File: src/common/sarith_cfg.svh
// Constants for the saturating arithmetic unit: widths, lane sizes, reset values.
// Assumes inclusion by bare name from the package and design files.
`ifndef SARITH_CFG_SVH
`define SARITH_CFG_SVH

// ----------------------------------------------------------------
// Widths
// ----------------------------------------------------------------
`define SARITH_WORD_W      32
`define SARITH_HALF_W      16
`define SARITH_BYTE_W      8
`define SARITH_OP_W        4

// ----------------------------------------------------------------
// Reset values
// ----------------------------------------------------------------
`define SARITH_RST_RESULT  32'h0000_0000
`define SARITH_RST_SAT     1'b0

`endif

File: src/common/sarith_pkg.sv
// Types shared by the saturating arithmetic unit and its self-checking bench.
// Assumes sarith_cfg.svh is on the include path.
`include "sarith_cfg.svh"

package sarith_pkg;

	// ----------------------------------------------------------------
	// Operation select
	// ----------------------------------------------------------------
	typedef enum logic [`SARITH_OP_W-1:0] {
		SARITH_OP_NONE                  = 4'h0,
		SARITH_OP_SAT_DOUBLE_ADD        = 4'h1,
		SARITH_OP_SAT_DOUBLE_SUB        = 4'h2,
		SARITH_OP_USAT_ADD_SUB_EXCHANGE = 4'h3,
		SARITH_OP_USAT_SUB_ADD_EXCHANGE = 4'h4,
		SARITH_OP_USAT_ADD_HALVES       = 4'h5,
		SARITH_OP_USAT_ADD_BYTES        = 4'h6,
		SARITH_OP_USAT_SUB_HALVES       = 4'h7,
		SARITH_OP_USAT_SUB_BYTES        = 4'h8
	} sarith_op_t;

	// ----------------------------------------------------------------
	// Request and answer carriers
	// ----------------------------------------------------------------
	typedef struct packed {
		sarith_op_t                 op;
		logic [`SARITH_WORD_W-1:0]  opa;
		logic [`SARITH_WORD_W-1:0]  opb;
	} sarith_req_t;

	typedef struct packed {
		logic                       valid;
		logic [`SARITH_WORD_W-1:0]  result;
		logic                       sat_event;
	} sarith_rsp_t;

endpackage

File: src/design/sarith_lane.sv
// One unsigned saturating lane: add or subtract with a guard bit, clamp to range.
// Assumes operands are unsigned lane values; purely combinational.
`timescale 1ns/1ps

module sarith_lane #(
	parameter int W = 16
) (
	// Operands
	input  wire logic [W-1:0] i_a,
	input  wire logic [W-1:0] i_b,
	input  wire logic         i_sub,
	// Answer
	output logic [W-1:0]      o_y
);
	// ----------------------------------------------------------------
	// Guarded arithmetic
	// ----------------------------------------------------------------
	logic [W:0] ext;     // One extra bit catches carry or borrow

	always_comb begin
		// Extra bit makes the clamp exact
		ext = i_sub ? ({1'b0, i_a} - {1'b0, i_b}) : ({1'b0, i_a} + {1'b0, i_b});
		if (ext[W]) begin
			// Borrow clamps to zero, carry clamps to all ones
			o_y = i_sub ? '0 : '1;
		end else begin
			o_y = ext[W-1:0];
		end
	end
endmodule

File: src/design/sarith_unit.sv
// Saturating arithmetic slice: doubling signed add/sub and packed unsigned ops.
// Assumes decode gives one request per valid cycle and holds the write strobe for clears.
//
// Summary of operation
// - Doubling add: first plus doubled second
// - Doubling subtract: first minus doubled second
// - Clamp doubling and result to signed 32
// - Any clamp in doubling sets saturation flag
// - Flag sticks until software clears it
// - Add-sub exchange top: hi(a)+lo(b) clamped
// - Add-sub exchange bottom: lo(a)-hi(b) clamped
// - Sub-add exchange top: hi(a)-lo(b) clamped
// - Sub-add exchange bottom: lo(a)+hi(b) clamped
// - Halfword add, each lane clamped unsigned
// - Byte add, each lane clamped unsigned
// - Halfword subtract, negatives clamp to zero
// - Byte subtract, lanes clamped zero to 255
// - Unsigned ops leave condition flags alone
`timescale 1ns/1ps
`include "sarith_cfg.svh"

module sarith_unit
	import sarith_pkg::*;
#(
	parameter int WORD_W = `SARITH_WORD_W
) (
	// Clock and reset
	input  wire logic              i_clk_sys,
	input  wire logic              i_rst,
	// Request from decode
	input  wire logic              i_valid,
	input  wire sarith_req_t       i_req,
	// Status word write for the saturation flag
	input  wire logic              i_sat_wr,
	input  wire logic              i_sat_wdata,
	// Writeback
	output logic                   o_valid,
	output logic [WORD_W-1:0]      o_result,
	output logic                   o_sat_event,
	output logic                   o_flags_we,
	// Sticky saturation flag
	output logic                   o_sat_flag
);
	// ----------------------------------------------------------------
	// Constants
	// ----------------------------------------------------------------
	localparam int HW = `SARITH_HALF_W;   // Halfword lane width
	localparam int BW = `SARITH_BYTE_W;   // Byte lane width
	localparam logic [WORD_W-1:0] SMAX = {1'b0, {(WORD_W-1){1'b1}}}; // Largest signed
	localparam logic [WORD_W-1:0] SMIN = {1'b1, {(WORD_W-1){1'b0}}}; // Smallest signed

	// ----------------------------------------------------------------
	// Doubling path
	// ----------------------------------------------------------------
	logic [WORD_W-1:0] dbl;        // Clamped doubled second operand
	logic              dbl_sat;    // Doubling clamped
	logic [WORD_W:0]   acc;        // Guarded sum or difference
	logic [WORD_W-1:0] dres;       // Clamped doubling result
	logic              dres_sat;   // Final step clamped
	logic              is_dsub;    // Subtract flavour

	always_comb begin
		is_dsub = (i_req.op == SARITH_OP_SAT_DOUBLE_SUB);
		// Doubling overflows when the two top bits differ
		dbl_sat = i_req.opb[WORD_W-1] ^ i_req.opb[WORD_W-2];
		if (dbl_sat) begin
			dbl = i_req.opb[WORD_W-1] ? SMIN : SMAX;
		end else begin
			dbl = {i_req.opb[WORD_W-2:0], 1'b0};
		end
		// Sign extended by one bit to see the overflow
		if (is_dsub) begin
			acc = {i_req.opa[WORD_W-1], i_req.opa} - {dbl[WORD_W-1], dbl};
		end else begin
			acc = {i_req.opa[WORD_W-1], i_req.opa} + {dbl[WORD_W-1], dbl};
		end
		dres_sat = acc[WORD_W] ^ acc[WORD_W-1];
		if (dres_sat) begin
			dres = acc[WORD_W] ? SMIN : SMAX;
		end else begin
			dres = acc[WORD_W-1:0];
		end
	end

	// ----------------------------------------------------------------
	// Packed unsigned lanes
	// ----------------------------------------------------------------
	logic [HW-1:0] h_a [2];    // Halfword lane first operands
	logic [HW-1:0] h_b [2];    // Halfword lane second operands
	logic          h_s [2];    // Halfword lane subtract select
	logic [HW-1:0] h_y [2];    // Halfword lane answers
	logic [BW-1:0] b_y [4];    // Byte lane answers
	logic          b_sub;      // Byte lanes subtract

	always_comb begin
		// Default straight lanes: add
		h_a[1] = i_req.opa[2*HW-1:HW];
		h_a[0] = i_req.opa[HW-1:0];
		h_b[1] = i_req.opb[2*HW-1:HW];
		h_b[0] = i_req.opb[HW-1:0];
		h_s[1] = 1'b0;
		h_s[0] = 1'b0;
		b_sub  = (i_req.op == SARITH_OP_USAT_SUB_BYTES);
		unique case (i_req.op)
			SARITH_OP_USAT_ADD_SUB_EXCHANGE: begin
				h_b[1] = i_req.opb[HW-1:0];
				h_b[0] = i_req.opb[2*HW-1:HW];
				h_s[0] = 1'b1;
			end
			SARITH_OP_USAT_SUB_ADD_EXCHANGE: begin
				h_b[1] = i_req.opb[HW-1:0];
				h_b[0] = i_req.opb[2*HW-1:HW];
				h_s[1] = 1'b1;
			end
			SARITH_OP_USAT_SUB_HALVES: begin
				h_s[1] = 1'b1;
				h_s[0] = 1'b1;
			end
			default: begin
				// Straight halfword add, also harmless for other ops
				h_s[1] = 1'b0;
			end
		endcase
	end

	// Lanes share one slice module; exchange only changes operand steering
	generate
		for (genvar gh = 0; gh < 2; gh++) begin : g_half
			sarith_lane #(.W(HW)) u_lane (
				.i_a   (h_a[gh]),
				.i_b   (h_b[gh]),
				.i_sub (h_s[gh]),
				.o_y   (h_y[gh])
			);
		end
		for (genvar gb = 0; gb < 4; gb++) begin : g_byte
			// Each byte lane independent, no carry between lanes
			sarith_lane #(.W(BW)) u_lane (
				.i_a   (i_req.opa[gb*BW +: BW]),
				.i_b   (i_req.opb[gb*BW +: BW]),
				.i_sub (b_sub),
				.o_y   (b_y[gb])
			);
		end
	endgenerate

	// ----------------------------------------------------------------
	// Result select and sticky flag
	// ----------------------------------------------------------------
	logic              valid_ff,  nxt_valid;   // Answer valid
	logic [WORD_W-1:0] result_ff, nxt_result;  // Registered result
	logic              event_ff,  nxt_event;   // Saturated this answer
	logic              sat_ff,    nxt_sat;     // Sticky saturation flag
	logic              flags_ff,  nxt_flags;   // Condition flags write, held low
	logic              is_dbl;                 // Doubling request

	always_comb begin
		is_dbl     = i_valid && (i_req.op == SARITH_OP_SAT_DOUBLE_ADD || is_dsub);
		nxt_valid  = i_valid && (i_req.op != SARITH_OP_NONE);
		nxt_event  = is_dbl && (dbl_sat || dres_sat);
		// Condition flags never written by this slice
		nxt_flags  = 1'b0;
		nxt_result = result_ff;
		if (i_valid) begin
			unique case (i_req.op)
				SARITH_OP_SAT_DOUBLE_ADD,
				SARITH_OP_SAT_DOUBLE_SUB:        nxt_result = dres;
				SARITH_OP_USAT_ADD_BYTES,
				SARITH_OP_USAT_SUB_BYTES:        nxt_result = {b_y[3], b_y[2], b_y[1], b_y[0]};
				SARITH_OP_NONE:                  nxt_result = result_ff;
				default:                         nxt_result = {h_y[1], h_y[0]};
			endcase
		end
		// Software write first, hardware set wins in same cycle
		nxt_sat = sat_ff;
		if (i_sat_wr) begin
			nxt_sat = i_sat_wdata;
		end
		if (nxt_event) begin
			nxt_sat = 1'b1;
		end
	end

	always_ff @(posedge i_clk_sys) begin
		if (i_rst) begin
			valid_ff  <= 1'b0;
			result_ff <= `SARITH_RST_RESULT;
			event_ff  <= 1'b0;
			sat_ff    <= `SARITH_RST_SAT;
			flags_ff  <= 1'b0;
		end else begin
			valid_ff  <= nxt_valid;
			result_ff <= nxt_result;
			event_ff  <= nxt_event;
			sat_ff    <= nxt_sat;
			flags_ff  <= nxt_flags;
		end
	end

	// Every output straight from a flip-flop
	assign o_flags_we  = flags_ff;
	assign o_valid     = valid_ff;
	assign o_result    = result_ff;
	assign o_sat_event = event_ff;
	assign o_sat_flag  = sat_ff;

	// ----------------------------------------------------------------
	// Checks
	// ----------------------------------------------------------------
	// Both terms below a quarter of the range, so neither step can clamp
	property p_dadd;
		@(posedge i_clk_sys) disable iff (i_rst)
		(i_valid && i_req.op == SARITH_OP_SAT_DOUBLE_ADD && !i_req.opb[31] && !i_req.opb[30] && !i_req.opb[29]
		 && !i_req.opa[31] && !i_req.opa[30]) |=> (o_result == $past(i_req.opa) + {$past(i_req.opb[30:0]), 1'b0});
	endproperty
	a_dadd: assert property (p_dadd) else $error("doubling add result wrong");

	property p_dsub_zero;
		@(posedge i_clk_sys) disable iff (i_rst)
		(i_valid && i_req.op == SARITH_OP_SAT_DOUBLE_SUB && i_req.opb == 32'h0000_0000)
		|=> (o_result == $past(i_req.opa)) && !o_sat_event;
	endproperty
	a_dsub_zero: assert property (p_dsub_zero) else $error("doubling sub by zero wrong");

	property p_dbl_clamp;
		@(posedge i_clk_sys) disable iff (i_rst)
		(i_valid && i_req.op == SARITH_OP_SAT_DOUBLE_ADD && i_req.opb == 32'h7FFF_FFFF && !i_req.opa[31])
		|=> (o_result == 32'h7FFF_FFFF) && o_sat_event;
	endproperty
	a_dbl_clamp: assert property (p_dbl_clamp) else $error("signed clamp wrong");

	property p_flag_set;
		@(posedge i_clk_sys) disable iff (i_rst)
		o_sat_event |-> o_sat_flag;
	endproperty
	a_flag_set: assert property (p_flag_set) else $error("flag not set on saturation");

	property p_flag_sticky;
		@(posedge i_clk_sys) disable iff (i_rst)
		(o_sat_flag && !i_sat_wr) |=> o_sat_flag;
	endproperty
	a_flag_sticky: assert property (p_flag_sticky) else $error("flag dropped without write");

	property p_asx;
		@(posedge i_clk_sys) disable iff (i_rst)
		(i_valid && i_req.op == SARITH_OP_USAT_ADD_SUB_EXCHANGE && i_req.opa[15:0] < i_req.opb[31:16])
		|=> (o_result[15:0] == 16'h0000);
	endproperty
	a_asx: assert property (p_asx) else $error("exchange bottom not clamped");

	property p_sax;
		@(posedge i_clk_sys) disable iff (i_rst)
		(i_valid && i_req.op == SARITH_OP_USAT_SUB_ADD_EXCHANGE && i_req.opa[31:16] >= i_req.opb[15:0])
		|=> (o_result[31:16] == $past(i_req.opa[31:16]) - $past(i_req.opb[15:0]));
	endproperty
	a_sax: assert property (p_sax) else $error("exchange top difference wrong");

	property p_add_bytes;
		@(posedge i_clk_sys) disable iff (i_rst)
		(i_valid && i_req.op == SARITH_OP_USAT_ADD_BYTES && i_req.opa[7:0] == 8'hFF && i_req.opb[7:0] != 8'h00)
		|=> (o_result[7:0] == 8'hFF) && !o_sat_event;
	endproperty
	a_add_bytes: assert property (p_add_bytes) else $error("byte add clamp wrong");

	property p_sub_halves;
		@(posedge i_clk_sys) disable iff (i_rst)
		(i_valid && i_req.op == SARITH_OP_USAT_SUB_HALVES && i_req.opa[31:16] < i_req.opb[31:16])
		|=> (o_result[31:16] == 16'h0000);
	endproperty
	a_sub_halves: assert property (p_sub_halves) else $error("halfword sub clamp wrong");

	property p_noflags;
		@(posedge i_clk_sys) disable iff (i_rst)
		o_valid |-> !o_flags_we;
	endproperty
	a_noflags: assert property (p_noflags) else $error("condition flags touched");

	c_dsat:  cover property (@(posedge i_clk_sys) disable iff (i_rst) o_sat_event);
	c_clear: cover property (@(posedge i_clk_sys) disable iff (i_rst) o_sat_flag ##1 !o_sat_flag);
	c_bytes: cover property (@(posedge i_clk_sys) disable iff (i_rst)
		i_valid && i_req.op == SARITH_OP_USAT_SUB_BYTES ##1 o_valid);
	c_xchg:  cover property (@(posedge i_clk_sys) disable iff (i_rst)
		i_valid && i_req.op == SARITH_OP_USAT_ADD_SUB_EXCHANGE ##1 o_valid);
endmodule

File: config.mk
export PLATFORM = sky130hd
export DESIGN_NAME = sarith_unit
export DESIGN_NICKNAME = d
export VERILOG_FILES = /design/src/common/sarith_pkg.sv /design/src/design/sarith_lane.sv /design/src/design/sarith_unit.sv
export VERILOG_INCLUDE_DIRS = /design/src /design/src/common
export SDC_FILE = /design/constraint.sdc
export NUM_CORES = 1
export LEC_CHECK = 0
export ABC_CLOCK_PERIOD_IN_PS = 15700
export BUFFER_PORTS_ARGS = -buffer_cell sky130_fd_sc_hd__buf_2
export CORE_MARGIN = 2
export CORE_UTILIZATION = 35
export CTS_CLUSTER_DIAMETER = 50
export DETAILED_ROUTE_END_ITERATION = 6
export HOLD_SLACK_MARGIN = 0.15
export PLACE_DENSITY = 0.62
export SYNTH_ARGS = -nofsm -noshare
export SYNTH_HDL_FRONTEND = slang
export SYNTH_HIERARCHICAL = 1
export SYNTH_SLANG_ARGS = --single-unit
File: constraint.sdc
create_clock -name i_clk_sys -period 15.7 [get_ports i_clk_sys]
set_input_delay 3.14 -clock i_clk_sys [delete_from_list [all_inputs] [get_ports i_clk_sys]]
set_output_delay 3.14 -clock i_clk_sys [all_outputs]
set_load 0.02 [all_outputs]
==> flow_metrics.env, run 1 <==
export IMPL_status="finished, final reports clean"
export IMPL_synth_area_per_cell_um2=7.17
export IMPL_cap_violations=0
export IMPL_grt_use_met1_pct=29.6
export IMPL_cp_end_kind="flop"
export IMPL_grt_pass1_wl_mm=57.8
export IMPL_cp_max_fo=53
export IMPL_critPathKind="input port to flop"
export IMPL_drc=0
export IMPL_cts_clk_slew_worst_paths_ps=50
export IMPL_critPathBufInv=3
export IMPL_relSlewSlack_pct=23.8
export IMPL_layout_drive_gt1_share_pct=15.7
export IMPL_synth_top_area_cell="ha_1"
export IMPL_fin_util_pct=38.4
export IMPL_max_stage_delay_ps=830
export IMPL_fmax_ghz=0.101
export IMPL_power_density_nw_per_um2=77.3
export IMPL_use_met3_pct=2.46
export IMPL_hold_slack_ps=494
export IMPL_gp_congestion=0.933
export IMPL_post_place_ws_ps=5570
export IMPL_num_antenna_cells=0
export IMPL_antenna_found_initial=0
export IMPL_ios=109
export IMPL_skew_ps=0
export IMPL_syn2layout_area_growth_pct=8.99
export IMPL_crit_required_ps=15810
export IMPL_p_leak_nw=4.83
export IMPL_synth_seq_cells=35
export IMPL_use_met2_pct=38.0
export IMPL_numCtsBuffers=5
export IMPL_synthMuxAreaShare_pct=4.31
export IMPL_synthFlopType="dfxtp_1"
export IMPL_total_power_w=0.000905
export IMPL_vdd_ir_drop_max_mv=0.0453
export IMPL_synth_compound_area_share_pct=32.9
export IMPL_synth_seq_area_share_pct=6.53
export IMPL_synth_xor_area_share_pct=12.3
export IMPL_drv_slew=0
export IMPL_syn_inst=1498
export IMPL_num_vias=11429
export IMPL_grt_setup_unrepaired="false"
export IMPL_grt_pass1_vias=10599
export IMPL_synthSimpleGateAreaFrac_pct=25.6
export IMPL_clk_latency_ps=290
export IMPL_dr_first_iter_drc_count=941
export IMPL_detail_route_wirelength_mm=37.4
export IMPL_min_period_ps=9910
export IMPL_grtUsageTotal_pct=23.0
export IMPL_cts_buffer_depth=2
export IMPL_setup_ws_ps=5790
export IMPL_ys_types=92
export IMPL_routed_via_density=5.85
export IMPL_cts_hold_buf=0
export IMPL_syn_nets=1684
export IMPL_finalSetupTns_ps=0
export IMPL_ctsRootBufferMaster="clkbuf_16"
export IMPL_die_y_um=179
export IMPL_synth_top_family_by_area="compound AO/OA/AOI/OAI gates"
export IMPL_core_area_um2=30400
export IMPL_cp_arrival_ps=10020
export IMPL_num_nets_final=1742
export IMPL_rows=64
export IMPL_synth_top_area_share_pct=12.4
export IMPL_first_pass_iters=5
export IMPL_synth_area_leaders="ha_1 12%, a21oi_1 7.6%, xnor2_1 7.5%"
export IMPL_tightest_slew_ps=1140
export IMPL_syn_area_um2=10700
export IMPL_grt_max_degree=65
export IMPL_cts_setup_buffers=0
export IMPL_dieWidth_um=179
export IMPL_period_share_pct=63.1
export IMPL_cts_sinks=35
export IMPL_cts_tree="built"
export IMPL_grt_overflow=0
export IMPL_hold_viol=0
export IMPL_htreeDepth=2
export IMPL_cp_slowest_cell="nor2_1"
export IMPL_io_buffers=107
export IMPL_setup_viol=0
export IMPL_cp_start_kind="input port"
export IMPL_die_area_um2=32100
export IMPL_wl_per_cell_um=19.2
export IMPL_async_flop_share_pct=0
export IMPL_synth_edff_count=0
export IMPL_initial_utilization_pct=35.3
export IMPL_synth_warning_count=6
export IMPL_min_delay_path_class="flop to flop"
export IMPL_dpl_hpwl_mm=30.3
export IMPL_final_antenna_net_count=0
export IMPL_crit_family="compound AO/OA/AOI/OAI gates"
export IMPL_cts_resized=0
export IMPL_busiest_layer="met2"
export IMPL_synth_adder_area_share_pct=13.7
[cells in the final DEF, fill, tap and decap left out, types with 8 or more instances in the layout]
cell,netlist,layout
nor3_1,34,33
a21oi_1,163,163
xnor2_1,92,92
nand2b_1,19,19
buf_2,9,107
o21bai_1,18,18
nand3_1,43,43
o22ai_1,13,13
dfxtp_1,35,35
a21boi_0,16,16
a211oi_1,23,23
nand2_1,108,108
o211ai_1,8,8
mux2i_1,8,8
o31ai_1,10,10
nor2b_1,13,13
a21o_1,45,45
a311oi_1,27,27
a31oi_1,11,11
o21a_1,34,34
inv_1,48,48
ha_1,106,106
nor3b_1,10,10
mux2_2,34,34
buf_4,3,10
xor2_1,44,44
nor2_1,202,200
o21ai_0,57,57
or3_1,14,14
nand4_1,10,10
[metrics by stage]
stage	cells	instance area, um2
CTS	1953	11700
finish	1953	11700
global route	1953	11700
detailed placement	1945	11500
global placement	1945	11500
floorplan	1498	10700
[tightest hold or removal path, stage by stage (launching register included)]
cell	delay (ps)
dfxtp_1	300
nor2_1	90
a311oi_1	50
[worst paths after layout]
check                                  from                   endpoint  slack, ps  cells past startpoint
setup reg to reg    o_sat_flag$_SDFFE_PP0P_    o_sat_flag$_SDFFE_PP0P_      14770                      3
hold reg to reg   o_result[24]$_SDFFE_PP0P_  o_result[24]$_SDFFE_PP0P_        490                      2
hold / removal    o_result[24]$_SDFFE_PP0P_  o_result[24]$_SDFFE_PP0P_        490                      2
setup / recovery                  i_req[30]  o_result[22]$_SDFFE_PP0P_       5790                     25
[synth_stat cells (6+ instances only)]
master and count:
a21boi_0 16, nand3b_1 6, nor3_1 34, mux2_2 34
clkbuf_1 46, mux2i_1 8, o41ai_1 7, inv_1 48
o21bai_1 18, a311oi_1 27, a211oi_1 23, buf_6 6
nand2_1 108, xor2_1 44, or3_1 14, fa_1 7
o21ai_0 57, xnor2_1 92, o21a_1 34, nand2b_1 19
buf_2 9, o22ai_1 13, nand3_1 43, a21oi_1 163
nor4_1 7, and3_1 6, o31ai_1 10, dfxtp_1 35
and2_4 6, a21o_1 45, a31o_1 6, nor2b_1 13
ha_1 106, nand4_1 10, nor3b_1 10, nor2_1 202
a31oi_1 11, o211ai_1 8, o31a_1 7, or2_2 6
[final cells by class]
cell class              count  area, um2
well taps                 396        495
flip-flops and latches     35        701
repair buffers            117        611
clock buffers               5        125
inverters                  48        180
fillers                  3291      18700
clock inverters             3       25.0
multi-input cells        1349       9560
[logic make-up after synthesis]
group                      Yosys count
other                                1
muxes                               42
adders and majority gates          113
and+or+nand+nor                    541
buffers and inverters              114
xor gates and xnor gates           141
DFF                                 35
AOI/OAI and AO/OA                  511
[flip-flops by register name, indices dropped and copies added, names as in the netlist]
register     count
o_result        32
o_sat_event      1
o_sat_flag       1
o_valid          1
[layer usage]
layer,wire length (um),up-vias
met5,0,-
met4,2160,0
met3,2050,70
met2,16800,364
met1,16400,5337
li1,-,5658
[power breakdown]
group | total [W] | switching, W | leakage [nW] | internal [W]
Sequential | 0.000107 | 0.00000695 | 0.291 | 0.000100
Combinational | 0.000697 | 0.000422 | 4.47 | 0.000276
Clock | 0.0000998 | 0.0000405 | 0.0700 | 0.0000593
No activity file was read; power rests on OpenSTA's default activity.
==> run 2, diff against run 1 <==
--- a/config.mk
+++ b/config.mk
@@ -6,7 +6,7 @@
 export SDC_FILE = /design/constraint.sdc
 export NUM_CORES = 1
 export LEC_CHECK = 0
-export ABC_CLOCK_PERIOD_IN_PS = 15700
+export ABC_CLOCK_PERIOD_IN_PS = 9650
 export BUFFER_PORTS_ARGS = -buffer_cell sky130_fd_sc_hd__buf_2
 export CORE_MARGIN = 2
 export CORE_UTILIZATION = 35
==> constraint.sdc (replaced) <==
create_clock -name i_clk_sys -period 9.65 [get_ports i_clk_sys]
set_input_delay 1.93 -clock i_clk_sys [delete_from_list [all_inputs] [get_ports i_clk_sys]]
set_output_delay 1.93 -clock i_clk_sys [all_outputs]
set_load 0.02 [all_outputs]
==> run 2 against run 1 <==
  * Largest power group unchanged
  * Clock-buffer cell count up 2
  * Critical path type unchanged
  * Sequential share of layout area about the same
  * Total power up 63%
  * Non-clock buffer count up 3
==> flow_metrics.env, run 2 (synthesis gave the netlist of run 1 again) <==
export IMPL_final_antenna_net_count=0
export IMPL_grtUsageTotal_pct=23.1
export IMPL_num_vias=11472
export IMPL_post_place_cells=1948
export IMPL_ios=109
export IMPL_die_area_um2=32100
export IMPL_hold_viol=0
export IMPL_setup_viol=0
export IMPL_layout_drive_gt1_share_pct=15.8
export IMPL_io_buffers=107
export IMPL_cts_sinks=35
export IMPL_skew_ps=0
export IMPL_cp_arrival_ps=8200
export IMPL_numCtsBuffers=5
export IMPL_cap_violations=0
export IMPL_power_density_nw_per_um2=126
export IMPL_dr_first_iter_drc_count=848
export IMPL_status="finished, final reports clean"
export IMPL_cts_tree="built"
export IMPL_syn2layout_area_growth_pct=9.08
export IMPL_detail_route_wirelength_mm=38.0
export IMPL_p_leak_nw=4.84
export IMPL_clk_latency_ps=280
export IMPL_initial_utilization_pct=35.3
export IMPL_wl_per_cell_um=19.5
export IMPL_cts_buffer_depth=2
export IMPL_core_area_um2=30400
export IMPL_multi_input_area_um2=9560
export IMPL_critPathKind="input port to flop"
export IMPL_grt_pass1_wl_mm=57.9
export IMPL_rows=64
export IMPL_cp_end_kind="flop"
export IMPL_htreeDepth=2
export IMPL_ctsRootBufferMaster="clkbuf_16"
export IMPL_layout_common_cells="200 x nor2_1, 163 x a21oi_1, 108 x nand2_1"
export IMPL_largest_register_ffs=32
export IMPL_grt_setup_unrepaired="false"
export IMPL_cts_setup_buffers=0
export IMPL_dpl_hpwl_mm=30.9
export IMPL_vdd_ir_drop_max_mv=0.0640
export IMPL_drc=0
export IMPL_tightest_slew_ps=1120
export IMPL_total_power_w=0.00147
export IMPL_min_delay_path_class="flop to flop"
export IMPL_dpl_instance_area_um2=11600
export IMPL_crit_required_ps=9760
export IMPL_drv_slew=0
export IMPL_die_y_um=179
export IMPL_fill_cells=3275
export IMPL_num_nets_final=1745
export IMPL_num_antenna_cells=0
export IMPL_design_area_um2=11700
export IMPL_finalSetupTns_ps=0
export IMPL_antenna_found_initial=0
export IMPL_grt_max_degree=65
export IMPL_cts_hold_buf=0
export IMPL_dieWidth_um=179
export IMPL_cts_resized=0
export IMPL_cp_max_fo=28
export IMPL_period_share_pct=83.8
export IMPL_cts_clk_slew_worst_paths_ps=60
export IMPL_grt_pass1_vias=10600
export IMPL_first_pass_iters=5
export IMPL_hold_slack_ps=496
export IMPL_gp_congestion=0.934
export IMPL_cp_start_kind="input port"
export IMPL_min_period_ps=8090
export IMPL_layout_commonest_cell="nor2_1"
export IMPL_fin_cells=1956
export IMPL_routed_via_density=5.87
export IMPL_grt_overflow=0
export IMPL_seqCellArea_um2=701
export IMPL_fmax_ghz=0.124
export IMPL_relSlewSlack_pct=25.2
[run 2: metrics by stage]
stage	setup WS, ps	util [%]
floorplan	2430	-
CTS	1680	38.5
finish	1560	38.5
global placement	1650	38.0
detailed placement	1430	38.0
global route	967	38.5
[run 2: routing by layer]
metal	vias up	track usage, %	part of all wire [%]
li1	5663	-	-
met1	5391	29.2	44
met5	-	0	0
met4	0	10.5	4.8
met3	74	2.71	5.0
met2	344	39.3	46
[run 2: report_power, final]
part           total, W  switching [W]  internal [W]
sequential     0.000174      0.0000104      0.000164
clock          0.000157      0.0000612     0.0000954
combinational   0.00114       0.000690      0.000451
total           0.00147       0.000761      0.000710
[run 2: final cells by class]
type / instances / area share (%)
clock buffers: 7 / 1.13
well taps: 396 / 4.23
flip-flops and latches: 35 / 5.98
repair buffers: 120 / 5.41
clock inverters: 1 / 0.0427
multi-input cells: 1349 / 81.7
inverters: 48 / 1.54
[run 2: worst max-delay path, stage by stage]
cell and delay [ps]:
buf_2 190, inv_1 80, ha_1 310, nor2_1 400
buf_4 270, a21oi_1 60, ha_1 200, nor2b_1 140
o21a_1 140, o21ai_0 190, nor2_1 130, o21a_1 170
and2_1 190, or3_1 310, a21oi_1 500, a21oi_1 110
ha_1 250, a2111oi_0 550, nand4_1 210, nand2_1 260
o311ai_1 180, nor3_1 390, nor3b_4 140, a21oi_4 670
a311oi_1 210
[run 2: final timing paths]
kind	startpoint	cells after the start	slack, ps	to
min	o_result[25]$_SDFFE_PP0P_	2	500	o_result[25]$_SDFFE_PP0P_
min reg2reg	o_result[25]$_SDFFE_PP0P_	2	500	o_result[25]$_SDFFE_PP0P_
max reg2reg	o_sat_flag$_SDFFE_PP0P_	3	8670	o_sat_flag$_SDFFE_PP0P_
max	i_req[30]	25	1560	o_result[26]$_SDFFE_PP0P_
==> run 3, diff against run 2 <==
--- a/config.mk
+++ b/config.mk
@@ -6,14 +6,14 @@
 export SDC_FILE = /design/constraint.sdc
 export NUM_CORES = 1
 export LEC_CHECK = 0
-export ABC_CLOCK_PERIOD_IN_PS = 9650
+export ABC_CLOCK_PERIOD_IN_PS = 6940
 export BUFFER_PORTS_ARGS = -buffer_cell sky130_fd_sc_hd__buf_2
 export CORE_MARGIN = 2
 export CORE_UTILIZATION = 35
 export CTS_CLUSTER_DIAMETER = 50
 export DETAILED_ROUTE_END_ITERATION = 6
 export HOLD_SLACK_MARGIN = 0.15
-export PLACE_DENSITY = 0.62
+export PLACE_DENSITY = 0.64
 export SYNTH_ARGS = -nofsm -noshare
 export SYNTH_HDL_FRONTEND = slang
 export SYNTH_HIERARCHICAL = 1
==> constraint.sdc (replaced) <==
create_clock -name i_clk_sys -period 6.94 [get_ports i_clk_sys]
set_input_delay 1.388 -clock i_clk_sys [delete_from_list [all_inputs] [get_ports i_clk_sys]]
set_output_delay 1.388 -clock i_clk_sys [all_outputs]
set_load 0.02 [all_outputs]
==> run 3 against run 2 <==
  * Utilization increased by 0.81 points
  * Global-route usage increased by 0.33 points
  * Register-to-register slack lost 2600 ps
  * Total power rose by 45%
  * Worst setup slack got worse by 1200 ps
  * Clock power grew 63%
==> flow_metrics.env, run 3 (synthesis gave the netlist of run 1 again) <==
export IMPL_design_area_um2=12000
export IMPL_setup_ws_ps=325
export IMPL_initial_utilization_pct=35.3
export IMPL_fmax_ghz=0.151
export IMPL_layout_common_cells="200 x nor2_1, 163 x a21oi_1, 108 x nand2_1"
export IMPL_num_vias=11681
export IMPL_detail_route_wirelength_mm=38.5
export IMPL_numCtsBuffers=5
export IMPL_dpl_instance_area_um2=11700
export IMPL_syn2layout_area_growth_pct=11.4
export IMPL_num_antenna_cells=0
export IMPL_cts_sinks=35
export IMPL_p_leak_nw=4.98
export IMPL_tightest_slew_ps=1240
export IMPL_setup_viol=0
export IMPL_rows=64
export IMPL_timing_rr_start="o_sat_flag$_SDFFE_PP0P_"
export IMPL_crit_required_ps=7060
export IMPL_fin_util_pct=39.3
export IMPL_cp_max_fo=14
export IMPL_grt_setup_unrepaired="false"
export IMPL_grt_overflow=0
export IMPL_min_delay_path_class="flop to flop"
export IMPL_cts_tree="built"
export IMPL_cp_start_kind="input port"
export IMPL_cp_arrival_ps=6740
export IMPL_power_density_nw_per_um2=178
export IMPL_htreeDepth=2
export IMPL_routed_via_density=5.90
export IMPL_critPathKind="input port to flop"
export IMPL_cts_buffer_depth=2
export IMPL_min_period_ps=6620
export IMPL_drc=0
export IMPL_clk_latency_ps=280
export IMPL_drv_slew=0
export IMPL_first_pass_iters=5
export IMPL_die_y_um=179
export IMPL_io_buffers=107
export IMPL_layout_drive_gt1_share_pct=17.2
export IMPL_ctsRootBufferMaster="clkbuf_16"
export IMPL_core_area_um2=30400
export IMPL_grt_max_degree=44
export IMPL_period_share_pct=95.3
export IMPL_num_nets_final=1768
export IMPL_hold_viol=0
export IMPL_final_antenna_net_count=0
export IMPL_hold_slack_ps=491
export IMPL_skew_ps=0
export IMPL_layout_commonest_cell="nor2_1"
export IMPL_status="finished, final reports clean"
export IMPL_wl_per_cell_um=19.4
export IMPL_grtUsageTotal_pct=23.5
export IMPL_grt_pass1_vias=10753
export IMPL_largest_register_ffs=32
export IMPL_grt_pass1_wl_mm=59.3
export IMPL_dpl_hpwl_mm=30.9
export IMPL_gp_congestion=1.00
export IMPL_relSlewSlack_pct=17.6
export IMPL_cap_violations=0
export IMPL_crit_start="i_req[30]"
export IMPL_finalSetupTns_ps=0
export IMPL_dr_first_iter_drc_count=1016
export IMPL_post_place_ws_ps=17.2
export IMPL_cp_end_kind="flop"
export IMPL_ios=109
export IMPL_vdd_ir_drop_max_mv=0.115
export IMPL_cts_clk_slew_worst_paths_ps=50
export IMPL_dieWidth_um=179
export IMPL_antenna_found_initial=0
export IMPL_worst_hold_startpoint="o_result[28]$_SDFFE_PP0P_"
export IMPL_die_area_um2=32100
[run 3: worst max-delay path: stages]
cell	delay [ps]
buf_2	100
inv_1	60
ha_1	410
nor2_1	260
a21oi_1	100
ha_1	210
nor2b_1	140
o21a_1	140
o21ai_0	120
nor2_1	100
o21a_1	150
and2_1	200
or3_1	310
a21oi_1	140
buf_4	170
a21oi_1	60
ha_1	400
nand4_1	200
nor4_2	380
a221oi_1	160
o211a_1	160
a221oi_2	290
xnor2_2	130
nor3b_4	170
buf_12	150
a21oi_4	430
a311oi_1	190
[run 3: metal layers]
layer	GRT usage, %	up-vias	wire length, um
li1	-	5705	-
met1	30.7	5496	17000
met2	39.2	401	17500
met3	2.27	79	2000
met4	10.1	0	1890
met5	0	-	0
[run 3: worst paths after layout]
path / to / slack, ps / cells past startpoint
setup / recovery: o_result[29]$_SDFFE_PP0P_ / 320 / 27
hold reg to reg: o_result[28]$_SDFFE_PP0P_ / 490 / 2
hold / removal: o_result[28]$_SDFFE_PP0P_ / 490 / 2
setup reg to reg: o_sat_flag$_SDFFE_PP0P_ / 6050 / 3
[run 3: power by group]
group	switching, W	leakage [nW]	internal [W]
Clock	0.0000866	0.0838	0.000169
Sequential	0.0000154	0.291	0.000227
Combinational	0.000971	4.60	0.000659
Total	0.00107	4.98	0.00106
[run 3: area by class of cell]
class,count,area [um2]
clock inverters,3,43.8
fillers,3273,18500
repair buffers,142,827
well taps,396,495
multi-input cells,1350,9590
flip-flops and latches,35,701
inverters,48,180
clock buffers,5,125
[run 3: metrics by stage]
step	power (W)	std cells
floorplan	0.00142	1498
global placement	0.00182	1969
detailed placement	0.00183	1969
CTS	0.00210	1977
global route	0.00230	1979
finish	0.00213	1979
[run 3: repair_timing]
| action | CTS | global route |
|---|---|---|
| setup buffers | 0 | 1 |
| setup endpoints to repair | 0 | 31 |
| gates resized for setup | 0 | 5 |
| hold buffers | 0 | 0 |
